===== config.mk =====
export PLATFORM = sky130hd
export DESIGN_NAME = line_alarm_detector
export DESIGN_NICKNAME = d
export VERILOG_FILES = /design/src/pkg/line_alarm_pkg.sv /design/src/design/line_alarm_detector.sv
export SDC_FILE = /design/constraint.sdc
export NUM_CORES = 1
export LEC_CHECK = 0
export ABC_AREA = 1
export ABC_CLOCK_PERIOD_IN_PS = 2300
export BUFFER_PORTS_ARGS = -buffer_cell sky130_fd_sc_hd__buf_4
export CAP_MARGIN = 20
export CORE_ASPECT_RATIO = 0.6
export CORE_MARGIN = 5
export CORE_UTILIZATION = 55
export CTS_CLUSTER_DIAMETER = 120
export DETAILED_ROUTE_END_ITERATION = 6
export MAX_ROUTING_LAYER = met4
export PLACE_DENSITY = 0.71
export SLEW_MARGIN = 20
export SYNTH_ARGS = -nofsm -noshare
export SYNTH_HDL_FRONTEND = slang
export SYNTH_SLANG_ARGS = --single-unit

===== constraint.sdc =====
create_clock -name core_clk -period 2.3 [get_ports core_clk]
set_clock_uncertainty 0.05 [all_clocks]
set_input_delay 0.115 -clock core_clk [delete_from_list [all_inputs] [get_ports core_clk]]
set_output_delay 0.115 -clock core_clk [all_outputs]
set_load 0.03 [all_outputs]

===== src/pkg/line_alarm_pkg.sv =====
package line_alarm_pkg;

	// register offsets
	localparam logic [7:0] OFF_ALARM_STATE   = 8'hb9;
	localparam logic [7:0] OFF_IRQ_ENABLES   = 8'hba;
	localparam logic [7:0] OFF_CHANGE_FLAGS  = 8'hbb;
	localparam logic [7:0] OFF_FL_DECLARE    = 8'hbc; // criteria register in e1 mode
	localparam logic [7:0] OFF_FL_CLEAR      = 8'hbd;
	localparam logic [7:0] OFF_REM_DECLARE   = 8'hbe;
	localparam logic [7:0] OFF_REM_CLEAR     = 8'hbf;
	localparam logic [7:0] OFF_BLUE_DECLARE  = 8'hc0;
	localparam logic [7:0] OFF_BLUE_CLEAR    = 8'hc1;
	localparam logic [7:0] OFF_LINE_CONFIG   = 8'hc2;

	// alarm bit positions in state, flag and enable registers
	localparam int BIT_FRAME_LOSS = 0;
	localparam int BIT_REMOTE     = 1;
	localparam int BIT_BLUE       = 2;
	localparam int BIT_E1_REMOTE  = 3;
	localparam int BIT_MF_REMOTE  = 4;
	localparam int NUM_ALARMS     = 5;

	// criteria register fields (e1 view of 0xbc)
	localparam int BIT_REMOTE_CRIT = 0;
	localparam int BIT_BLUE_CRIT   = 1;

	// line config fields
	localparam int BIT_E1_MODE = 0;
	localparam int FMT_LSB     = 1;

	// reset values
	localparam logic [7:0] RST_LIMIT    = 8'h01;
	localparam logic [4:0] RST_ENABLES  = 5'h00;
	localparam logic [1:0] RST_CRITERIA = 2'h0;
	localparam logic [3:0] RST_CONFIG   = 4'h0;

	// timing
	localparam int CLK_HZ        = 25_000_000;
	localparam int WINDOW_MS     = 40;
	localparam int E1_LOSS_MS    = 100;
	localparam int WINDOW_CYCLES = (CLK_HZ / 1000) * WINDOW_MS;
	localparam int E1_LOSS_CYCLES = (CLK_HZ / 1000) * E1_LOSS_MS;

	// per-window thresholds
	localparam logic [6:0] SLC_MIN_ONES   = 7'h4d; // 77
	localparam logic [3:0] ESF_MAX_PAT    = 4'h7;
	localparam logic [15:0] ESF_PATTERN   = 16'hff00;
	localparam logic [6:0] DM_MIN_ONES    = 7'h04;
	localparam logic [6:0] J1_MIN_ZEROS   = 7'h04;
	localparam logic [6:0] DL_MIN_ZEROS   = 7'h03;
	localparam logic [6:0] BLUE_MIN_ZEROS = 7'h3d; // 61
	localparam logic [8:0] E1_BLUE_LAST   = 9'h1ff; // 512-bit window
	localparam logic [1:0] E1_BLUE_ZEROS  = 2'h3;
	localparam logic [2:0] E1_A_RUN       = 3'h4;
	localparam logic [2:0] E1_Y_RUN       = 3'h3;

	// yellow framing formats
	typedef enum logic [2:0] {
		FMT_SLC96 = 3'h0,
		FMT_ESF   = 3'h1,
		FMT_DM    = 3'h2,
		FMT_J1SF  = 3'h3,
		FMT_DL    = 3'h4
	} yellow_fmt_e;

endpackage


===== src/design/line_alarm_detector.sv =====
// Decided for this implementation: the strobed register port.
`timescale 1ns/1ps
// Overview of operation
// - any rise or fall of an alarm state sets its change flag.
// - writing one to a change flag clears it; a set flag means pending interrupt.
// - interrupt pin goes low while any enabled change flag is set.
// - t1 frame loss declared after sync loss lasts N windows of 40 ms.
// - slc-96 window is yellow when bit 2 shows fewer than 77 ones.
// - esf window is yellow when more than 7 ff00 patterns arrive on data link.
// - dm window is yellow when the y bit shows fewer than 4 ones.
// - j1 window is yellow when frame-12 f-bit shows fewer than 4 zeros.
// - other data-link format window is yellow with fewer than 3 zeros.
// - remote alarm declared after N yellow windows, cleared after M clear windows.
// - yellow detection only runs while the frame is synchronized.
// - t1 window is blue with fewer than 61 zeros; declared after N windows.
// - e1 criteria zero: 4 ones on a bit declare, one zero clears, in sync.
// - e1 criteria one: a single a bit of one declares, a zero clears.
// - e1 multiframe alarm: 3 y bits of one declare, one zero clears.
// - e1 frame loss declared and cleared after 100 ms of lost or regained sync.
// - e1 blue detection runs whatever the sync state.
// - criteria zero: 512-bit window under 3 zeros while out of sync declares blue.
// - criteria one: two consecutive low windows declare, two high windows clear.
module line_alarm_detector
	import line_alarm_pkg::*;
#(
	parameter int WINDOW_LEN  = WINDOW_CYCLES,
	parameter int E1_LOSS_LEN = E1_LOSS_CYCLES
) (
	// clock and reset
	input  wire logic       core_clk,
	input  wire logic       reset_n,
	// register port
	input  wire logic [7:0] addr,
	input  wire logic [7:0] wr_data,
	input  wire logic       wr_en,
	input  wire logic       rd_en,
	output logic      [7:0] rd_data,
	// framer status
	input  wire logic       frame_sync,
	input  wire logic       cas_mf_sync,
	// received data stream
	input  wire logic       rx_bit_valid,
	input  wire logic       rx_bit,
	// yellow monitor bit chosen by framer for the format
	input  wire logic       yel_bit_valid,
	input  wire logic       yel_bit,
	// e1 a bit and multiframe y bit
	input  wire logic       e1_a_valid,
	input  wire logic       e1_a_bit,
	input  wire logic       e1_y_valid,
	input  wire logic       e1_y_bit,
	// alarm outputs
	output logic      [4:0] alarm_state,
	output logic            irq_n
);

	// elaboration checks: both counters are 24 bits wide
	if (WINDOW_LEN < 2 || WINDOW_LEN >= (1 << 24)) begin : g_win_chk
		$error("WINDOW_LEN out of range");
	end
	if (E1_LOSS_LEN < 2 || E1_LOSS_LEN >= (1 << 24)) begin : g_loss_chk
		$error("E1_LOSS_LEN out of range");
	end

	localparam logic [23:0] WIN_LAST  = 24'(WINDOW_LEN - 1);
	localparam logic [23:0] LOSS_LAST = 24'(E1_LOSS_LEN - 1);

	typedef struct packed {
		logic [23:0]     win_cnt;
		logic            seen_sync;
		logic            seen_loss;
		logic [6:0]      yel_ones;
		logic [6:0]      yel_zeros;
		logic [15:0]     dl_shift;
		logic [3:0]      pat_cnt;
		logic [6:0]      blue_zeros;
		logic [7:0]      fl_pers;
		logic [7:0]      rem_pers;
		logic [7:0]      blue_pers;
		logic [23:0]     loss_cnt;
		logic [8:0]      e1_bits;
		logic [1:0]      e1_zeros;
		logic            prev_low;
		logic            prev_high;
		logic [2:0]      a_run;
		logic [2:0]      y_run;
		logic [4:0]      alarms;
		logic [4:0]      flags;
		logic [4:0]      enables;
		logic [5:0][7:0] limits;
		logic [1:0]      criteria;
		logic [3:0]      config_bits;
		logic [7:0]      rd_data;
	} state_s;

	state_s state_reg;
	state_s state_next;

	// persistence step: returns {alarm, count}
	function automatic logic [8:0] persist(input logic alarm, input logic decl_cond,
		input logic clr_cond, input logic [7:0] cnt, input logic [7:0] lim_d,
		input logic [7:0] lim_c);
		logic       cond;
		logic [7:0] lim;
		logic [7:0] inc;
		cond = alarm ? clr_cond : decl_cond;
		lim = alarm ? lim_c : lim_d;
		inc = (cnt == 8'hff) ? cnt : cnt + 8'h01;
		if (!cond)
			persist = {alarm, 8'h00};
		else if (inc >= lim)
			persist = {~alarm, 8'h00};
		else
			persist = {alarm, inc};
	endfunction

	logic        e1_mode;
	logic [2:0]  fmt;
	logic        win_end;
	logic        yel_window;
	logic        clr_window;
	logic        sync_now_seen;
	logic        loss_now_seen;
	logic [15:0] shift_now;
	logic [8:0]  step;
	logic        e1_low;
	logic [1:0]  zeros_now;
	logic [4:0]  new_alarms;
	logic [4:0]  clear_mask;

	assign e1_mode = state_reg.config_bits[BIT_E1_MODE];
	assign fmt     = state_reg.config_bits[FMT_LSB +: 3];
	assign win_end = (state_reg.win_cnt == WIN_LAST);

	////////////////////////////////////////////////////////////////////////
	// next-state logic
	always_comb begin
		state_next = state_reg;
		new_alarms = state_reg.alarms;
		clear_mask = 5'h00;
		yel_window = 1'b0;
		clr_window = 1'b0;
		step = 9'h000;
		e1_low = 1'b0;
		zeros_now = state_reg.e1_zeros;
		sync_now_seen = state_reg.seen_sync | frame_sync;
		loss_now_seen = state_reg.seen_loss | ~frame_sync;
		shift_now = state_reg.dl_shift;

		// free-running 40 ms window timer for this link
		state_next.win_cnt = win_end ? 24'h000000 : state_reg.win_cnt + 24'h000001;

		if (!e1_mode) begin
			// sync history over the current window
			state_next.seen_sync = sync_now_seen;
			state_next.seen_loss = loss_now_seen;

			// yellow bit counting, only while in frame sync
			if (yel_bit_valid && frame_sync) begin
				if (yel_bit && state_reg.yel_ones != 7'h7f)
					state_next.yel_ones = state_reg.yel_ones + 7'h01;
				if (!yel_bit && state_reg.yel_zeros != 7'h7f)
					state_next.yel_zeros = state_reg.yel_zeros + 7'h01;
				shift_now = {state_reg.dl_shift[14:0], yel_bit}; // msb first
				state_next.dl_shift = shift_now;
				if (shift_now == ESF_PATTERN && state_reg.pat_cnt != 4'hf)
					state_next.pat_cnt = state_reg.pat_cnt + 4'h1;
			end

			// zero count for blue
			if (rx_bit_valid && !rx_bit && state_reg.blue_zeros != 7'h7f)
				state_next.blue_zeros = state_reg.blue_zeros + 7'h01;

			if (win_end) begin
				// frame loss persistence
				step = persist(state_reg.alarms[BIT_FRAME_LOSS], ~sync_now_seen, ~loss_now_seen,
					state_reg.fl_pers, state_reg.limits[0], state_reg.limits[1]);
				new_alarms[BIT_FRAME_LOSS] = step[8];
				state_next.fl_pers = step[7:0];

				// per-format yellow window verdict
				case (fmt)
					FMT_SLC96: yel_window = state_reg.yel_ones < SLC_MIN_ONES;
					FMT_ESF:   yel_window = state_reg.pat_cnt > ESF_MAX_PAT;
					FMT_DM:    yel_window = state_reg.yel_ones < DM_MIN_ONES;
					FMT_J1SF:  yel_window = state_reg.yel_zeros < J1_MIN_ZEROS;
					FMT_DL:    yel_window = state_reg.yel_zeros < DL_MIN_ZEROS;
					default:   yel_window = 1'b0;
				endcase
				if (frame_sync) begin
					step = persist(state_reg.alarms[BIT_REMOTE], yel_window, ~yel_window,
						state_reg.rem_pers, state_reg.limits[2], state_reg.limits[3]);
					new_alarms[BIT_REMOTE] = step[8];
					state_next.rem_pers = step[7:0];
				end else begin
					state_next.rem_pers = 8'h00;
				end

				// blue persistence
				clr_window = ~(state_reg.blue_zeros < BLUE_MIN_ZEROS);
				step = persist(state_reg.alarms[BIT_BLUE], ~clr_window, clr_window,
					state_reg.blue_pers, state_reg.limits[4], state_reg.limits[5]);
				new_alarms[BIT_BLUE] = step[8];
				state_next.blue_pers = step[7:0];

				// restart window accumulators
				state_next.seen_sync = 1'b0;
				state_next.seen_loss = 1'b0;
				state_next.yel_ones = 7'h00;
				state_next.yel_zeros = 7'h00;
				state_next.pat_cnt = 4'h0;
				state_next.blue_zeros = 7'h00;
			end
			new_alarms[BIT_E1_REMOTE] = 1'b0;
			new_alarms[BIT_MF_REMOTE] = 1'b0;
		end else begin
			// e1 frame loss: 100 ms of disagreement toggles the alarm
			if (frame_sync == state_reg.alarms[BIT_FRAME_LOSS]) begin
				if (state_reg.loss_cnt == LOSS_LAST) begin
					new_alarms[BIT_FRAME_LOSS] = ~state_reg.alarms[BIT_FRAME_LOSS];
					state_next.loss_cnt = 24'h000000;
				end else begin
					state_next.loss_cnt = state_reg.loss_cnt + 24'h000001;
				end
			end else begin
				state_next.loss_cnt = 24'h000000;
			end

			// e1 remote alarm on a bits, basic frame sync only
			if (e1_a_valid && frame_sync) begin
				if (!e1_a_bit) begin
					state_next.a_run = 3'h0;
					new_alarms[BIT_E1_REMOTE] = 1'b0;
				end else if (state_reg.criteria[BIT_REMOTE_CRIT]) begin
					new_alarms[BIT_E1_REMOTE] = 1'b1;
				end else begin
					if (state_reg.a_run != E1_A_RUN)
						state_next.a_run = state_reg.a_run + 3'h1;
					if (state_reg.a_run + 3'h1 >= E1_A_RUN)
						new_alarms[BIT_E1_REMOTE] = 1'b1;
				end
			end

			// multiframe remote alarm on y bits, cas multiframe sync only
			if (e1_y_valid && cas_mf_sync) begin
				if (!e1_y_bit) begin
					state_next.y_run = 3'h0;
					new_alarms[BIT_MF_REMOTE] = 1'b0;
				end else begin
					if (state_reg.y_run != E1_Y_RUN)
						state_next.y_run = state_reg.y_run + 3'h1;
					if (state_reg.y_run + 3'h1 >= E1_Y_RUN)
						new_alarms[BIT_MF_REMOTE] = 1'b1;
				end
			end

			// blue: 512-bit windows, sync gates only the criteria zero declare
			if (rx_bit_valid) begin
				if (!rx_bit && state_reg.e1_zeros != E1_BLUE_ZEROS)
					zeros_now = state_reg.e1_zeros + 2'h1;
				state_next.e1_zeros = zeros_now;
				state_next.e1_bits = state_reg.e1_bits + 9'h001;
				if (state_reg.e1_bits == E1_BLUE_LAST) begin
					e1_low = zeros_now != E1_BLUE_ZEROS;
					if (!state_reg.criteria[BIT_BLUE_CRIT]) begin
						if (e1_low && !frame_sync)
							new_alarms[BIT_BLUE] = 1'b1;
						else if (!e1_low)
							new_alarms[BIT_BLUE] = 1'b0;
					end else begin
						if (e1_low && state_reg.prev_low)
							new_alarms[BIT_BLUE] = 1'b1;
						else if (!e1_low && state_reg.prev_high)
							new_alarms[BIT_BLUE] = 1'b0;
					end
					state_next.prev_low = e1_low;
					state_next.prev_high = ~e1_low;
					state_next.e1_zeros = 2'h0;
				end
			end
			new_alarms[BIT_REMOTE] = 1'b0;
		end
		state_next.alarms = new_alarms;

		// register writes
		if (wr_en) begin
			if (addr == OFF_IRQ_ENABLES)
				state_next.enables = wr_data[4:0];
			else if (addr == OFF_CHANGE_FLAGS)
				clear_mask = wr_data[4:0];
			else if (addr == OFF_FL_DECLARE && e1_mode)
				state_next.criteria = wr_data[1:0];
			else if (addr == OFF_FL_DECLARE)
				state_next.limits[0] = wr_data;
			else if (addr == OFF_FL_CLEAR)
				state_next.limits[1] = wr_data;
			else if (addr == OFF_REM_DECLARE)
				state_next.limits[2] = wr_data;
			else if (addr == OFF_REM_CLEAR)
				state_next.limits[3] = wr_data;
			else if (addr == OFF_BLUE_DECLARE)
				state_next.limits[4] = wr_data;
			else if (addr == OFF_BLUE_CLEAR)
				state_next.limits[5] = wr_data;
			else if (addr == OFF_LINE_CONFIG)
				state_next.config_bits = wr_data[3:0];
		end

		// change flags: a transition wins over a same-cycle clear
		state_next.flags = (state_reg.flags & ~clear_mask) | (new_alarms ^ state_reg.alarms);

		// register reads, data one cycle later
		state_next.rd_data = 8'h00;
		if (rd_en) begin
			if (addr == OFF_ALARM_STATE)
				state_next.rd_data = {3'h0, state_reg.alarms};
			else if (addr == OFF_IRQ_ENABLES)
				state_next.rd_data = {3'h0, state_reg.enables};
			else if (addr == OFF_CHANGE_FLAGS)
				state_next.rd_data = {3'h0, state_reg.flags};
			else if (addr == OFF_FL_DECLARE && e1_mode)
				state_next.rd_data = {6'h00, state_reg.criteria};
			else if (addr == OFF_FL_DECLARE)
				state_next.rd_data = state_reg.limits[0];
			else if (addr == OFF_FL_CLEAR)
				state_next.rd_data = state_reg.limits[1];
			else if (addr == OFF_REM_DECLARE)
				state_next.rd_data = state_reg.limits[2];
			else if (addr == OFF_REM_CLEAR)
				state_next.rd_data = state_reg.limits[3];
			else if (addr == OFF_BLUE_DECLARE)
				state_next.rd_data = state_reg.limits[4];
			else if (addr == OFF_BLUE_CLEAR)
				state_next.rd_data = state_reg.limits[5];
			else if (addr == OFF_LINE_CONFIG)
				state_next.rd_data = {4'h0, state_reg.config_bits};
		end
	end

	////////////////////////////////////////////////////////////////////////
	// state register
	always_ff @(posedge core_clk or negedge reset_n) begin
		if (!reset_n) begin
			state_reg <= '0;
			state_reg.limits <= {6{RST_LIMIT}};
			state_reg.enables <= RST_ENABLES;
			state_reg.criteria <= RST_CRITERIA;
			state_reg.config_bits <= RST_CONFIG;
		end else begin
			state_reg <= state_next;
		end
	end

	////////////////////////////////////////////////////////////////////////
	// outputs
	assign rd_data     = state_reg.rd_data;
	assign alarm_state = state_reg.alarms;
	assign irq_n       = ~|(state_reg.flags & state_reg.enables);

endmodule


# Word-level counts from Yosys, hierarchy flattened
# Index checks and enable logic that the tools add are counted.
dict set report op_classes {
  addsub 13
  mul 0
  div 0
  magnitude_cmp 11
  n_eq_ne 33
  n_shift 0
  n_mux 72
  n_bitwise 26
  n_reduce_logical 44
}
# cell n
set ops {}
lappend ops {{$mux 8} 18}
lappend ops {{$eq 8x8->1 const B} 13}
lappend ops {{$mux 24} 3}
lappend ops {{$mux 9} 6}
lappend ops {{$add 24x1->24 const B} 2}
lappend ops {{$mux 35} 1}
lappend ops {{$mux 34} 1}
lappend ops {{$add 8x1->8 const B} 3}
lappend ops {{$eq 24x20->1 const B} 1}
lappend ops {{$eq 24x22->1 const B} 1}
lappend ops {{$ge 8x8->1} 3}
lappend ops {{$mux 1} 22}
lappend ops {{$add 7x1->7 const B} 3}
lappend ops {{$mux 7} 3}
lappend ops {{$ne 7x7->1 const B} 3}
lappend ops {{$mux 5} 4}
lappend ops {{$not 1->1} 19}
lappend ops {{$mux 3} 6}
lappend ops {{$eq 16x16->1 const B} 1}
lappend ops {{$mux 16} 1}
lappend ops {{$reduce_and 3->1} 5}
lappend ops {{$lt 7x3->1 const B} 2}
lappend ops {{$logic_and 1x1->1} 13}
lappend ops {{$mux 4} 3}
lappend ops {{other kinds (40)} 62}
dict set report word_totals {
  register_bits 211
  latchBits 0
  ram_bits 0
  rom_bits 0
  input_bits 30
  out_inout_bits 14
  word_cells 229
  n_memories 0
}

# Longest topological paths before layout
# Gate-level depths: netlist of the first run.
dict set report depth {
  word_depth 16
  mapped_depth 21
  ltp_nobuf 21
}

# Worst setup path before layout of the first run
# Ideal clock, no wire load.
dict set report synth_path {
  path_kind {register to register}
  from {register state_reg[136] in the netlist's numbering}
  to {register state_reg[67] in the netlist's numbering}
  setup_time_ps 128
  arrival_ps 2326
  t_required_ps 2122
  path_slack_ps -204
  path_stages_with_launch 20
  path_buffers 0
  period_less_slack_ps 2504
  cell_sequence {dfrtp_1 > ha_1 > nand4_1 > inv_1 > nand3_1 > inv_1 > nor3_1 > a21oi_1 > ha_1 > nand2_1 > o21bai_1 > nand2_1 > nand2_1 > nand3_1 > nand3_1 > nand2_1 > nand2_1 > nand2_1 > nand2_1 > nand3_1}
}
# item line_no
set synth_lines {}
lappend synth_lines {{start, declared} line_alarm_detector.sv:96} ;# state_s state_reg;
lappend synth_lines {{start signal, assigned} line_alarm_detector.sv:350} ;# state_reg <= state_next;

==> reports/metrics.yaml, run 1 <==
antenna_found_initial: 0
drv_slew: 0
crit_path_start_kind: "register"
grt_pass1_vias: 10500
setup_viol: 30
crit_chain: "ha_2, nand4_1, inv_2, nand3_4, inv_4, nor2_1, inv_1, ha_1, a21oi_1, o21a_1, nand3_4, nand3_2, nand2_2, nand2_2, nand2_2, nand2_1, nand3_1"
seqPwrFrac_pct: 42.7
crit_buf_inv: 3
tns_ps: -6940
pwr-share-clk_pct: 39.0
critical-path-top-delay-family: "simple AND/OR/NAND/NOR gates"
power_switching_w: 0.00305
worstPathMaxFanout: 5
max_cap_viol_count: 0
peakVddDrop_v: 0.000639
hp-start: "wr_data[4]"
slew_headroom_pct: 57.3
dpl.hpwl_mm: 23.4
violations: "setup timing"
crit_start: "state_reg[136]$_DFFE_PN0P_"
drc: 0
yosys_warnings: 0
rsz0062_at_grt: "yes"
ys_async_sr_fraction_pct: 100
largest_reg_flops: 193
nNetsFinal: 1766
status: "complete, but fails checks"
die_w_um: 201
power.share.switching_pct: 29.4
grt_use_met1_pct: 41.0
top_usage_layer: "met1"
ant_nets: 0
synth-edff-count: 0
period_minus_slack_ps: 2630
synthToLayoutAreaGrowth_pct: 22.7
drt_iter0_markers: 1241
critPathArrivalTime_ps: 2970
clockBufferDepth: 3
required_ps: 2640
fmax_ghz: 0.380
cts.sinks: 210
grt_pass1_wl_mm: 53.1
diodes: 0
synth.distinct_cells: 55
place_area_um2: 13100
synth_cells: 1550
place.gp.congestion: 0.970
start_util_pct: 56.5
portBuffers: 43
insertion_delay_ps: 510
cpMostUsedCell: "nand2_2"
synth_flop_cell: "dfrtp_1"
grt_max_degree: 74
globalRoute.totalOverflow: 0
p_int_w: 0.00733
period_share_pct: 115
power_frac_comb_pct: 18.3
final_area_um2: 14700
crit_type: "reg -> reg"
met3_usage_pct: 3.70
firstDrtPassIters: 5
detail_route.wl_per_cell_um: 16.5
cts_max_level: 1
io_pins: 44
synth-seq-cells: 210
max_stage_delay_ps: 390
reg2reg_from: "state_reg[136]$_DFFE_PN0P_"
cts.clk_slew.worst_paths_ps: 60
powerDensity_nw_per_um2: 706
leakagePower_nw: 7.21
cts_made_buffers: 22
netlist_area_um2: 12000
dp_slack_ps: -287
syn_area_per_cell_um2: 7.74
synthesis.nets: 1621
die_h_um: 124
core_um2: 21200
wl_mm: 32.9
max_slew.worst_pin.slew_ps: 639
vias: 11100
grt_usage_pct: 26.4
ys_seq_area_share_pct: 43.9
hold_violations: 0
drive_above_1_share_pct: 18.6
setup_ws_ps: -335
hold_path.class: "in -> reg"
fp-row-count: 41
critical_path.slowest_cell: "dfrtp_1"
cts_tree: "done"
cts_root_buf: "clkbuf_16"
grtUsageMet2_pct: 36.9
die_area_um2: 25000
worstSetupEndpointType: "register"
routed_via_density: 5.59
-- stage by stage --
step           hold WS, ps  total power, W  cells  util (%)
2_1_floorplan         -231         0.00558   1550         -
3_3_place_gp         -12.4         0.00612   1907      61.6
3_5_place_dp         -8.13         0.00619   1907      61.6
4_1_cts               3.61          0.0103   1981      67.4
5_1_grt               29.4          0.0109   1990      69.3
6_report              29.6          0.0104   1990      69.3
-- cell usage after synthesis (4+ instances only) --
cell type | count | share of area [%]
mux2i_1 | 13 | 1.1
nor4_1 | 12 | 0.63
inv_1 | 201 | 6.3
ha_1 | 41 | 4.3
o21ai_0 | 152 | 6.3
buf_4 | 15 | 0.94
xor2_1 | 31 | 2.3
o22ai_1 | 11 | 0.57
nor3_1 | 32 | 1.3
inv_2 | 10 | 0.31
nor2_2 | 6 | 0.31
dfstp_2 | 6 | 1.3
xnor2_1 | 17 | 1.2
a21oi_1 | 56 | 2.3
o21ai_1 | 4 | 0.17
buf_2 | 6 | 0.25
nand3_2 | 4 | 0.33
or2_2 | 5 | 0.26
clkbuf_1 | 16 | 0.50
dfrtp_1 | 204 | 43
nand4_1 | 51 | 2.7
nand3_1 | 106 | 4.4
nor2_1 | 115 | 3.6
nand2_2 | 6 | 0.31
o21a_1 | 5 | 0.31
nand2_1 | 376 | 12
-- cells in the final DEF, fill, tap and decap left out, types with 6 or more instances in the layout --
cell | synthesis | layout
dlygate4sd3_1 | 0 | 16
nor2_1 | 115 | 106
nand2_2 | 6 | 22
a21oi_2 | 2 | 9
xnor2_1 | 17 | 16
ha_1 | 41 | 34
nand3_1 | 106 | 91
inv_1 | 201 | 191
nand2_1 | 376 | 354
nand2_4 | 2 | 8
xor2_1 | 31 | 31
mux2i_1 | 13 | 13
dfstp_2 | 6 | 6
o22ai_1 | 11 | 11
nor2_2 | 6 | 11
nand4_1 | 51 | 51
o21ai_2 | 0 | 8
dfrtp_1 | 204 | 204
buf_4 | 15 | 136
nor2_4 | 3 | 7
o21ai_0 | 152 | 136
nor4_1 | 12 | 11
o21ai_1 | 4 | 12
inv_2 | 10 | 15
clkbuf_16 | 0 | 23
a21oi_1 | 56 | 48
nor3_1 | 32 | 29
nand3_2 | 4 | 14
-- metal layers --
layer | share of wire [%] | vias up
met5 | 0 | -
met4 | 1.9 | 0
met3 | 8.2 | 61
met2 | 42 | 465
met1 | 48 | 5206
li1 | - | 5383
-- power by group through the flow --
stage | logic, W | clock network [W] | registers (W)
final | 0.00190 | 0.00405 | 0.00444
after global routing | 0.00215 | 0.00425 | 0.00449
after CTS | 0.00176 | 0.00411 | 0.00443
after detailed placement | 0.00171 | 0 | 0.00449
after global placement | 0.00164 | 0 | 0.00448
after floorplan | 0.00120 | 0 | 0.00438
-- timing repair --
item	CTS	global route
resized for setup	34	83
hold endpoints to repair	236	0
endpoints found under the setup margin	30	32
buffers inserted	18	10
cloned	0	1
hold buffers	16	0
pin swaps	23	47
-- worst paths after layout --
path | endpoint | slack [ps] | cells after the start
hold reg to reg | state_reg[94]$_DFFE_PN0P_ | 420 | 1
min in group asynchronous | state_reg[113]$_DFFE_PN0P_ | 50 | 2
max in group asynchronous | state_reg[181]$_DFFE_PN0P_ | 1400 | 3
hold / removal | state_reg[26]$_DFFE_PN0P_ | 30 | 3
setup reg to reg | state_reg[67]$_DFF_PN0_ | -330 | 17
setup / recovery | state_reg[67]$_DFF_PN0_ | -330 | 17
-- cell families (layout without fill, tap and decap cells) --
logic type	Yosys count	after routing	synth area share, %
simple gates	732	732	27.2
compound gates	252	252	11.4
buf+inv	254	415	8.60
mux	13	13	1.08
flops	210	210	43.9
xor+xnor	48	48	3.50
fa+ha+maj	41	41	4.28
-- area by class of cell --
type	count	area [um2]
Inverter	213	826
Timing Repair Buffer	161	1310
Sequential cell	210	5260
Multi-Input combinational cell	1086	6130
Fill cell	1669	6520
Clock inverter	10	186
Clock buffer	30	642
Tap cell	279	349
Timing Repair inverter	1	5.00
-- tightest hold or removal path: cells and delay by family --
| kind | cells | cell delay (ps) |
|---|---|---|
| buffers and inverters | 2 | 240 |
| AO/OA/AOI/OAI | 1 | 200 |
Note: power is estimated with default switching activity, not from simulation.
==> run 2, diff against run 1 <==
--- a/config.mk
+++ b/config.mk
@@ -14,6 +14,7 @@
 export CORE_UTILIZATION = 55
 export CTS_CLUSTER_DIAMETER = 120
 export DETAILED_ROUTE_END_ITERATION = 6
+export HOLD_SLACK_MARGIN = 0.03
 export MAX_ROUTING_LAYER = met4
 export PLACE_DENSITY = 0.71
 export SLEW_MARGIN = 20
==> reports/metrics.yaml, run 2 (synthesized netlist as in run 1, its figures left out) <==
status: "complete, but fails checks"
violations: "setup timing"
wl_mm: 33.0  # +0.24%
antenna_found_initial: 0  # unchanged
firstDrtPassIters: 6  # +1
grt_pass1_vias: 10500  # +0.038%
final_common_cell: "nand2_1"
synthToLayoutAreaGrowth_pct: 22.8
detail_route.wl_per_cell_um: 16.6  # +0.14%
globalRoute.totalOverflow: 0  # unchanged
cts_root_buf: "clkbuf_16"
critical-path-top-delay-family: "simple AND/OR/NAND/NOR gates"
ant_nets: 0  # unchanged
ff2ff_path_depth: 17  # unchanged
wl_met2_mm: 13.7  # +0.23%
cts_made_buffers: 22  # unchanged
tns_ps: -6470  # +475 ps
die_w_um: 201  # unchanged
critPathArrivalTime_ps: 2940  # -30 ps
start_util_pct: 56.5  # unchanged
reg2reg_setup_slack_ps: -300  # +30 ps
crit_path_start_kind: "register"
period_share_pct: 113  # -1.3 points
rsz0062_at_grt: "yes"
reg2reg_to: "state_reg[67]$_DFF_PN0_"
reg2reg_from: "state_reg[136]$_DFFE_PN0P_"
drv_slew: 0  # unchanged
worstSetupEndpointType: "register"
largest_reg_flops: 193  # unchanged
crit_buf_inv: 3  # unchanged
fp-row-count: 41  # unchanged
crit_chain: "ha_2, nand4_1, inv_2, nand3_4, inv_4, nor2_1, inv_1, ha_1, a21oi_1, o21a_1, nand3_4, nand3_2, nand2_2, nand2_2, nand2_2, nand2_1, nand3_1"
peakVddDrop_v: 0.000640  # about the same
cts.sinks: 210  # unchanged
max_slew.worst_pin.slew_ps: 622  # -17.3 ps
insertion_delay_ps: 510  # about the same
crit_type: "reg -> reg"
powerDensity_nw_per_um2: 705  # -0.13%
top_layer: "met4"
worstPathMaxFanout: 5  # unchanged
wl_met3_mm: 2.62  # -2.5%
setup_ws_ps: -304  # +30.4 ps
clockBufferDepth: 3  # unchanged
most-common-layout-cells: "nand2_1, dfrtp_1, inv_1"
leakagePower_nw: 7.22  # +0.12%
diodes: 0  # unchanged
io_pins: 44  # unchanged
grt_usage_pct: 26.4  # +0.041 points
drc: 0  # unchanged
nNetsFinal: 1768  # +0.11%
die_h_um: 124  # unchanged
cts_max_level: 1  # unchanged
critical_path.slowest_cell: "dfrtp_1"
cpMostUsedCell: "nand2_2"
routed_via_density: 5.58  # -0.15%
dpl.hpwl_mm: 23.4  # unchanged
portBuffers: 43  # unchanged
die_area_um2: 25000  # unchanged
hold_path.class: "in -> async"
setup_viol: 30  # unchanged
drive_above_1_share_pct: 18.6  # -0.022 points
core_um2: 21200  # unchanged
stdcell_count: 1992  # +0.10%
fmax_ghz: 0.384  # +1.2%
met1_length_mm: 16.0  # +0.88%
dp.cells: 1907  # unchanged
grt_pass1_wl_mm: 53.2  # +0.13%
place.gp.congestion: 0.970  # unchanged
period_minus_slack_ps: 2600  # -30.4 ps
hold_violations: 0  # unchanged
grt_max_degree: 74  # unchanged
max_stage_delay_ps: 390  # about the same
cts.clk_slew.worst_paths_ps: 60  # about the same
cts_tree: "done"
slew_headroom_pct: 58.4  # +1.2 points
max_cap_viol_count: 0  # unchanged
vias: 11100  # -0.054%
drt_iter0_markers: 1271  # +2.4%
required_ps: 2640  # about the same
-- run 2: cell types whose count changed in the layout (fill, tap and decap cells not counted) --
cell,change
dlygate4sd3_1,+2
-- run 2: repair_timing --
| action | in CTS | in global routing |
|---|---|---|
| endpoints found under the hold margin | 252 | 0 |
| setup endpoints to repair | 30 | 32 |
| hold buffers | 18 | 0 |
| buffers inserted | 18 | 10 |
| resized for setup | 34 | 83 |
| cloned | 0 | 1 |
| pin swaps | 23 | 47 |
-- run 2: worst reg2reg max path, stage by stage, from the launching register on --
cell	delay [ps]
dfrtp_1	390
ha_2	190
nand4_1	120
inv_2	80
nand3_4	110
inv_4	70
nor2_1	170
inv_1	80
ha_1	340
a21oi_1	200
o21a_1	190
nand3_4	110
nand3_2	90
nand2_2	50
nand2_2	80
nand2_2	60
nand2_1	60
nand3_1	50
-- run 2: how the worst max path moves through the flow --
stage | startpoint | to | slack [ps] | cells after the start
5_1_grt | state_reg[120]$_DFFE_PN0P_ | state_reg[69]$_DFF_PN0_ | -450 | 18
6_report | state_reg[136]$_DFFE_PN0P_ | state_reg[67]$_DFF_PN0_ | -300 | 17
4_1_cts | state_reg[120]$_DFFE_PN0P_ | state_reg[69]$_DFF_PN0_ | -180 | 18
2_1_floorplan | state_reg[136]$_DFFE_PN0P_ | state_reg[67]$_DFF_PN0_ | -30 | 19
3_3_place_gp | state_reg[129]$_DFFE_PN0P_ | state_reg[68]$_DFF_PN0_ | -90 | 19
3_5_place_dp | state_reg[120]$_DFFE_PN0P_ | state_reg[125]$_DFFE_PN0P_ | -290 | 13
-- run 2: per-layer routing --
layer | global-route usage [%] | up-vias
met2 | 37.0 | 446
met1 | 41.0 | 5214
met4 | 5.10 | 0
met3 | 3.70 | 63
li1 | - | 5386
met5 | - | -
-- run 2: layout make-up --
class                           instances  area, um2
Timing Repair inverter                  1       5.00
Timing Repair Buffer                  163       1330
Multi-Input combinational cell       1086       6130
Fill cell                            1663       6500
Sequential cell                       210       5260
Inverter                              213        826
Tap cell                              279        349
Clock inverter                         10        186
Clock buffer                           30        642
-- run 2: through the flow --
stage               setup WS (ps)  instance area (um2)  hold WS [ps]  total power (W)  util (%)
floorplan                   -32.8                12000          -231          0.00558         -
global placement            -86.9                13100         -12.4          0.00612      61.6
detailed placement           -287                13100         -8.13          0.00619      61.6
CTS                          -177                14300          40.6           0.0103      67.5
global route                 -447                14700          66.5           0.0109      69.4
finish                       -304                14700          47.3           0.0104      69.4
-- run 2: power breakdown --
group / leakage (nW) / internal [W] / switching, W
logic: 4.15 / 0.000747 / 0.00116
clock network: 0.395 / 0.00252 / 0.00152
registers: 2.67 / 0.00406 / 0.000374
total: 7.22 / 0.00734 / 0.00305
==> run 3, diff against run 2 <==
--- a/config.mk
+++ b/config.mk
@@ -6,7 +6,7 @@
 export NUM_CORES = 1
 export LEC_CHECK = 0
 export ABC_AREA = 1
-export ABC_CLOCK_PERIOD_IN_PS = 2300
+export ABC_CLOCK_PERIOD_IN_PS = 2450
 export BUFFER_PORTS_ARGS = -buffer_cell sky130_fd_sc_hd__buf_4
 export CAP_MARGIN = 20
 export CORE_ASPECT_RATIO = 0.6
@@ -16,7 +16,7 @@
 export DETAILED_ROUTE_END_ITERATION = 6
 export HOLD_SLACK_MARGIN = 0.03
 export MAX_ROUTING_LAYER = met4
-export PLACE_DENSITY = 0.71
+export PLACE_DENSITY = 0.68
 export SLEW_MARGIN = 20
 export SYNTH_ARGS = -nofsm -noshare
 export SYNTH_HDL_FRONTEND = slang
==> constraint.sdc (replaced) <==
create_clock -name core_clk -period 2.45 [get_ports core_clk]
set_clock_uncertainty 0.05 [all_clocks]
set_input_delay 0.1225 -clock core_clk [delete_from_list [all_inputs] [get_ports core_clk]]
set_output_delay 0.1225 -clock core_clk [all_outputs]
set_load 0.03 [all_outputs]
==> reports/metrics.yaml, run 3 (synthesized netlist as in run 1, its figures left out) <==
period_share_pct: 105  # -8.3 points
reg2reg_setup_slack_ps: -120  # +180 ps
max_cap_viol_count: 0  # unchanged
critical_path.slowest_cell: "dfrtp_1"
status: "complete, but fails checks"
cts_root_buf: "clkbuf_16"
dp_slack_ps: -210  # +77.5 ps
cts_tree: "done"
setup_viol: 11  # -63%
drv_slew: 0  # unchanged
clockBufferDepth: 3  # unchanged
cpMostUsedCell: "inv_1"
peakVddDrop_v: 0.000575  # -10%
max_slew.worst_pin.slew_ps: 686  # +64.0 ps
cts.clk_slew.worst_paths_ps: 60  # about the same
timing.hold.ws_ps: 64.8  # +17.5 ps
antenna_found_initial: 1  # +1
hold_path.class: "in -> reg"
drt_iter0_markers: 964  # -24%
rsz0062_at_grt: "yes"
hold_violations: 0  # unchanged
nNetsFinal: 1731  # -2.1%
reg2reg_to: "state_reg[123]$_DFFE_PN0P_"
period_minus_slack_ps: 2570  # -33.9 ps
final_util_pct: 67.6  # -1.8 points
ant_nets: 0  # unchanged
insertion_delay_ps: 510  # about the same
die_h_um: 124  # unchanged
dpl.hpwl_mm: 23.4  # about the same
place.gp.congestion: 1.02  # +5.0%
grt_usage_pct: 26.4  # +0.048 points
worstPathMaxFanout: 7  # +2
reg2reg_from: "state_reg[120]$_DFFE_PN0P_"
routed_via_density: 5.53  # -0.90%
crit_path_start_kind: "register"
cts_made_buffers: 21  # -4.5%
drc: 0  # unchanged
required_ps: 2780  # +140 ps
critPathArrivalTime_ps: 2900  # -40 ps
cts_max_level: 1  # unchanged
die_area_um2: 25000  # unchanged
powerDensity_nw_per_um2: 639  # -9.4%
portBuffers: 43  # unchanged
firstDrtPassIters: 5  # -1
worstSetupEndpointType: "register"
vias: 10800  # -2.8%
hold_path_depth: 3
synthToLayoutAreaGrowth_pct: 19.7
max_stage_delay_ps: 380  # about the same
fmax_ghz: 0.389  # +1.3%
largest_reg_flops: 193  # unchanged
crit_type: "reg -> reg"
critical-path-top-delay-family: "simple AND/OR/NAND/NOR gates"
start_util_pct: 56.5  # unchanged
core_um2: 21200  # unchanged
grt_pass1_vias: 10100  # -3.8%
io_pins: 44  # unchanged
crit_chain: "ha_2, nand4_1, nor2_2, buf_4, inv_1, a21oi_2, inv_1, ha_1, nand2_2, nor2_4, nand4_1, nand3_2, inv_1, nand3_1, o21ai_0"
die_w_um: 201  # unchanged
fp-row-count: 41  # unchanged
crit_buf_inv: 4  # +1
slew_headroom_pct: 54.1  # -4.3 points
leakagePower_nw: 7.02  # -2.7%
grt_pass1_wl_mm: 53.1  # -0.27%
detail_route.wl_per_cell_um: 16.9  # +1.9%
drive_above_1_share_pct: 17.0  # -1.6 points
ff2ff_path_depth: 15  # -2
globalRoute.totalOverflow: 0  # unchanged
setup_ws_ps: -120  # +184 ps
min_to: "state_reg[49]$_DFFE_PN0P_"
cts.sinks: 210  # unchanged
hp-start: "wr_data[3]"
grt_max_degree: 74  # unchanged
final_common_cell: "nand2_1"
wl_mm: 33.0  # about the same
most-common-layout-cells: "nand2_1, dfrtp_1, inv_1"
violations: "setup timing"
## run 3: cell count changes in the layout (fill, tap and decap cells not counted), moves of 5 or more
cell	previous run	this run
buf_4	136	98
ha_1	34	27
ha_4	4	9
o21ai_0	136	142
o21ai_2	8	3
## run 3: power by group
group          total, W  internal, W  leakage [nW]  switching, W
clock           0.00320      0.00187         0.328       0.00134
sequential      0.00417      0.00382          2.67      0.000359
combinational   0.00180     0.000707          4.02       0.00109
## run 3: cell type report
| type | count | area (um2) |
|---|---|---|
| diodes | 1 | 2.50 |
| clock buffers | 34 | 634 |
| flip-flops and latches | 210 | 5260 |
| repair buffers | 128 | 1090 |
| clock inverters | 2 | 35.0 |
| well taps | 279 | 349 |
| multi-input cells | 1086 | 6180 |
| fillers | 1784 | 6870 |
| inverters | 213 | 807 |
## run 3: what timing repair did
action | in CTS | in global routing
cloned | 0 | 0
gates resized for setup | 46 | 80
setup buffers | 14 | 10
hold endpoints to repair | 230 | 0
endpoints found under the setup margin | 28 | 31
pin swaps | 28 | 39
hold buffers | 19 | 0
## run 3: layer usage
layer | global-route usage, % | vias up | part of all wire, %
met5 | - | - | 0
met2 | 35.5 | 318 | 41
met4 | 3.96 | 0 | 1.4
met1 | 41.8 | 5120 | 50
met3 | 5.44 | 47 | 8.0
li1 | - | 5308 | -
## run 3: stage by stage
| step | total power (W) | instance area, um2 | TNS [ps] | std cells |
|---|---|---|---|---|
| after floorplan | 0.00524 | 12000 | 0 | 1550 |
| after global placement | 0.00578 | 12800 | -26.7 | 1877 |
| after detailed placement | 0.00581 | 12800 | -1620 | 1877 |
| after CTS | 0.00912 | 14000 | -2.07 | 1945 |
| after global routing | 0.00967 | 14400 | -4000 | 1953 |
| final | 0.00918 | 14400 | -983 | 1953 |
## run 3: worst max path at each step
| stage | from | end | cells after the start | slack, ps |
|---|---|---|---|---|
| 6_report | state_reg[120]$_DFFE_PN0P_ | state_reg[123]$_DFFE_PN0P_ | 15 | -120 |
| 5_1_grt | state_reg[120]$_DFFE_PN0P_ | state_reg[123]$_DFFE_PN0P_ | 15 | -260 |
| 4_1_cts | state_reg[120]$_DFFE_PN0P_ | state_reg[69]$_DFF_PN0_ | 17 | -2 |
| 3_5_place_dp | state_reg[120]$_DFFE_PN0P_ | state_reg[69]$_DFF_PN0_ | 16 | -210 |
| 3_3_place_gp | state_reg[120]$_DFFE_PN0P_ | state_reg[69]$_DFF_PN0_ | 18 | -30 |
| 2_1_floorplan | state_reg[129]$_DFFE_PN0P_ | state_reg[68]$_DFF_PN0_ | 19 | 1 |
## run 3: worst min-delay path: cells and delay by family
family                 cells  cell delay, ps
AOI/OAI and AO/OA          1             200
buffers and inverters      2             240
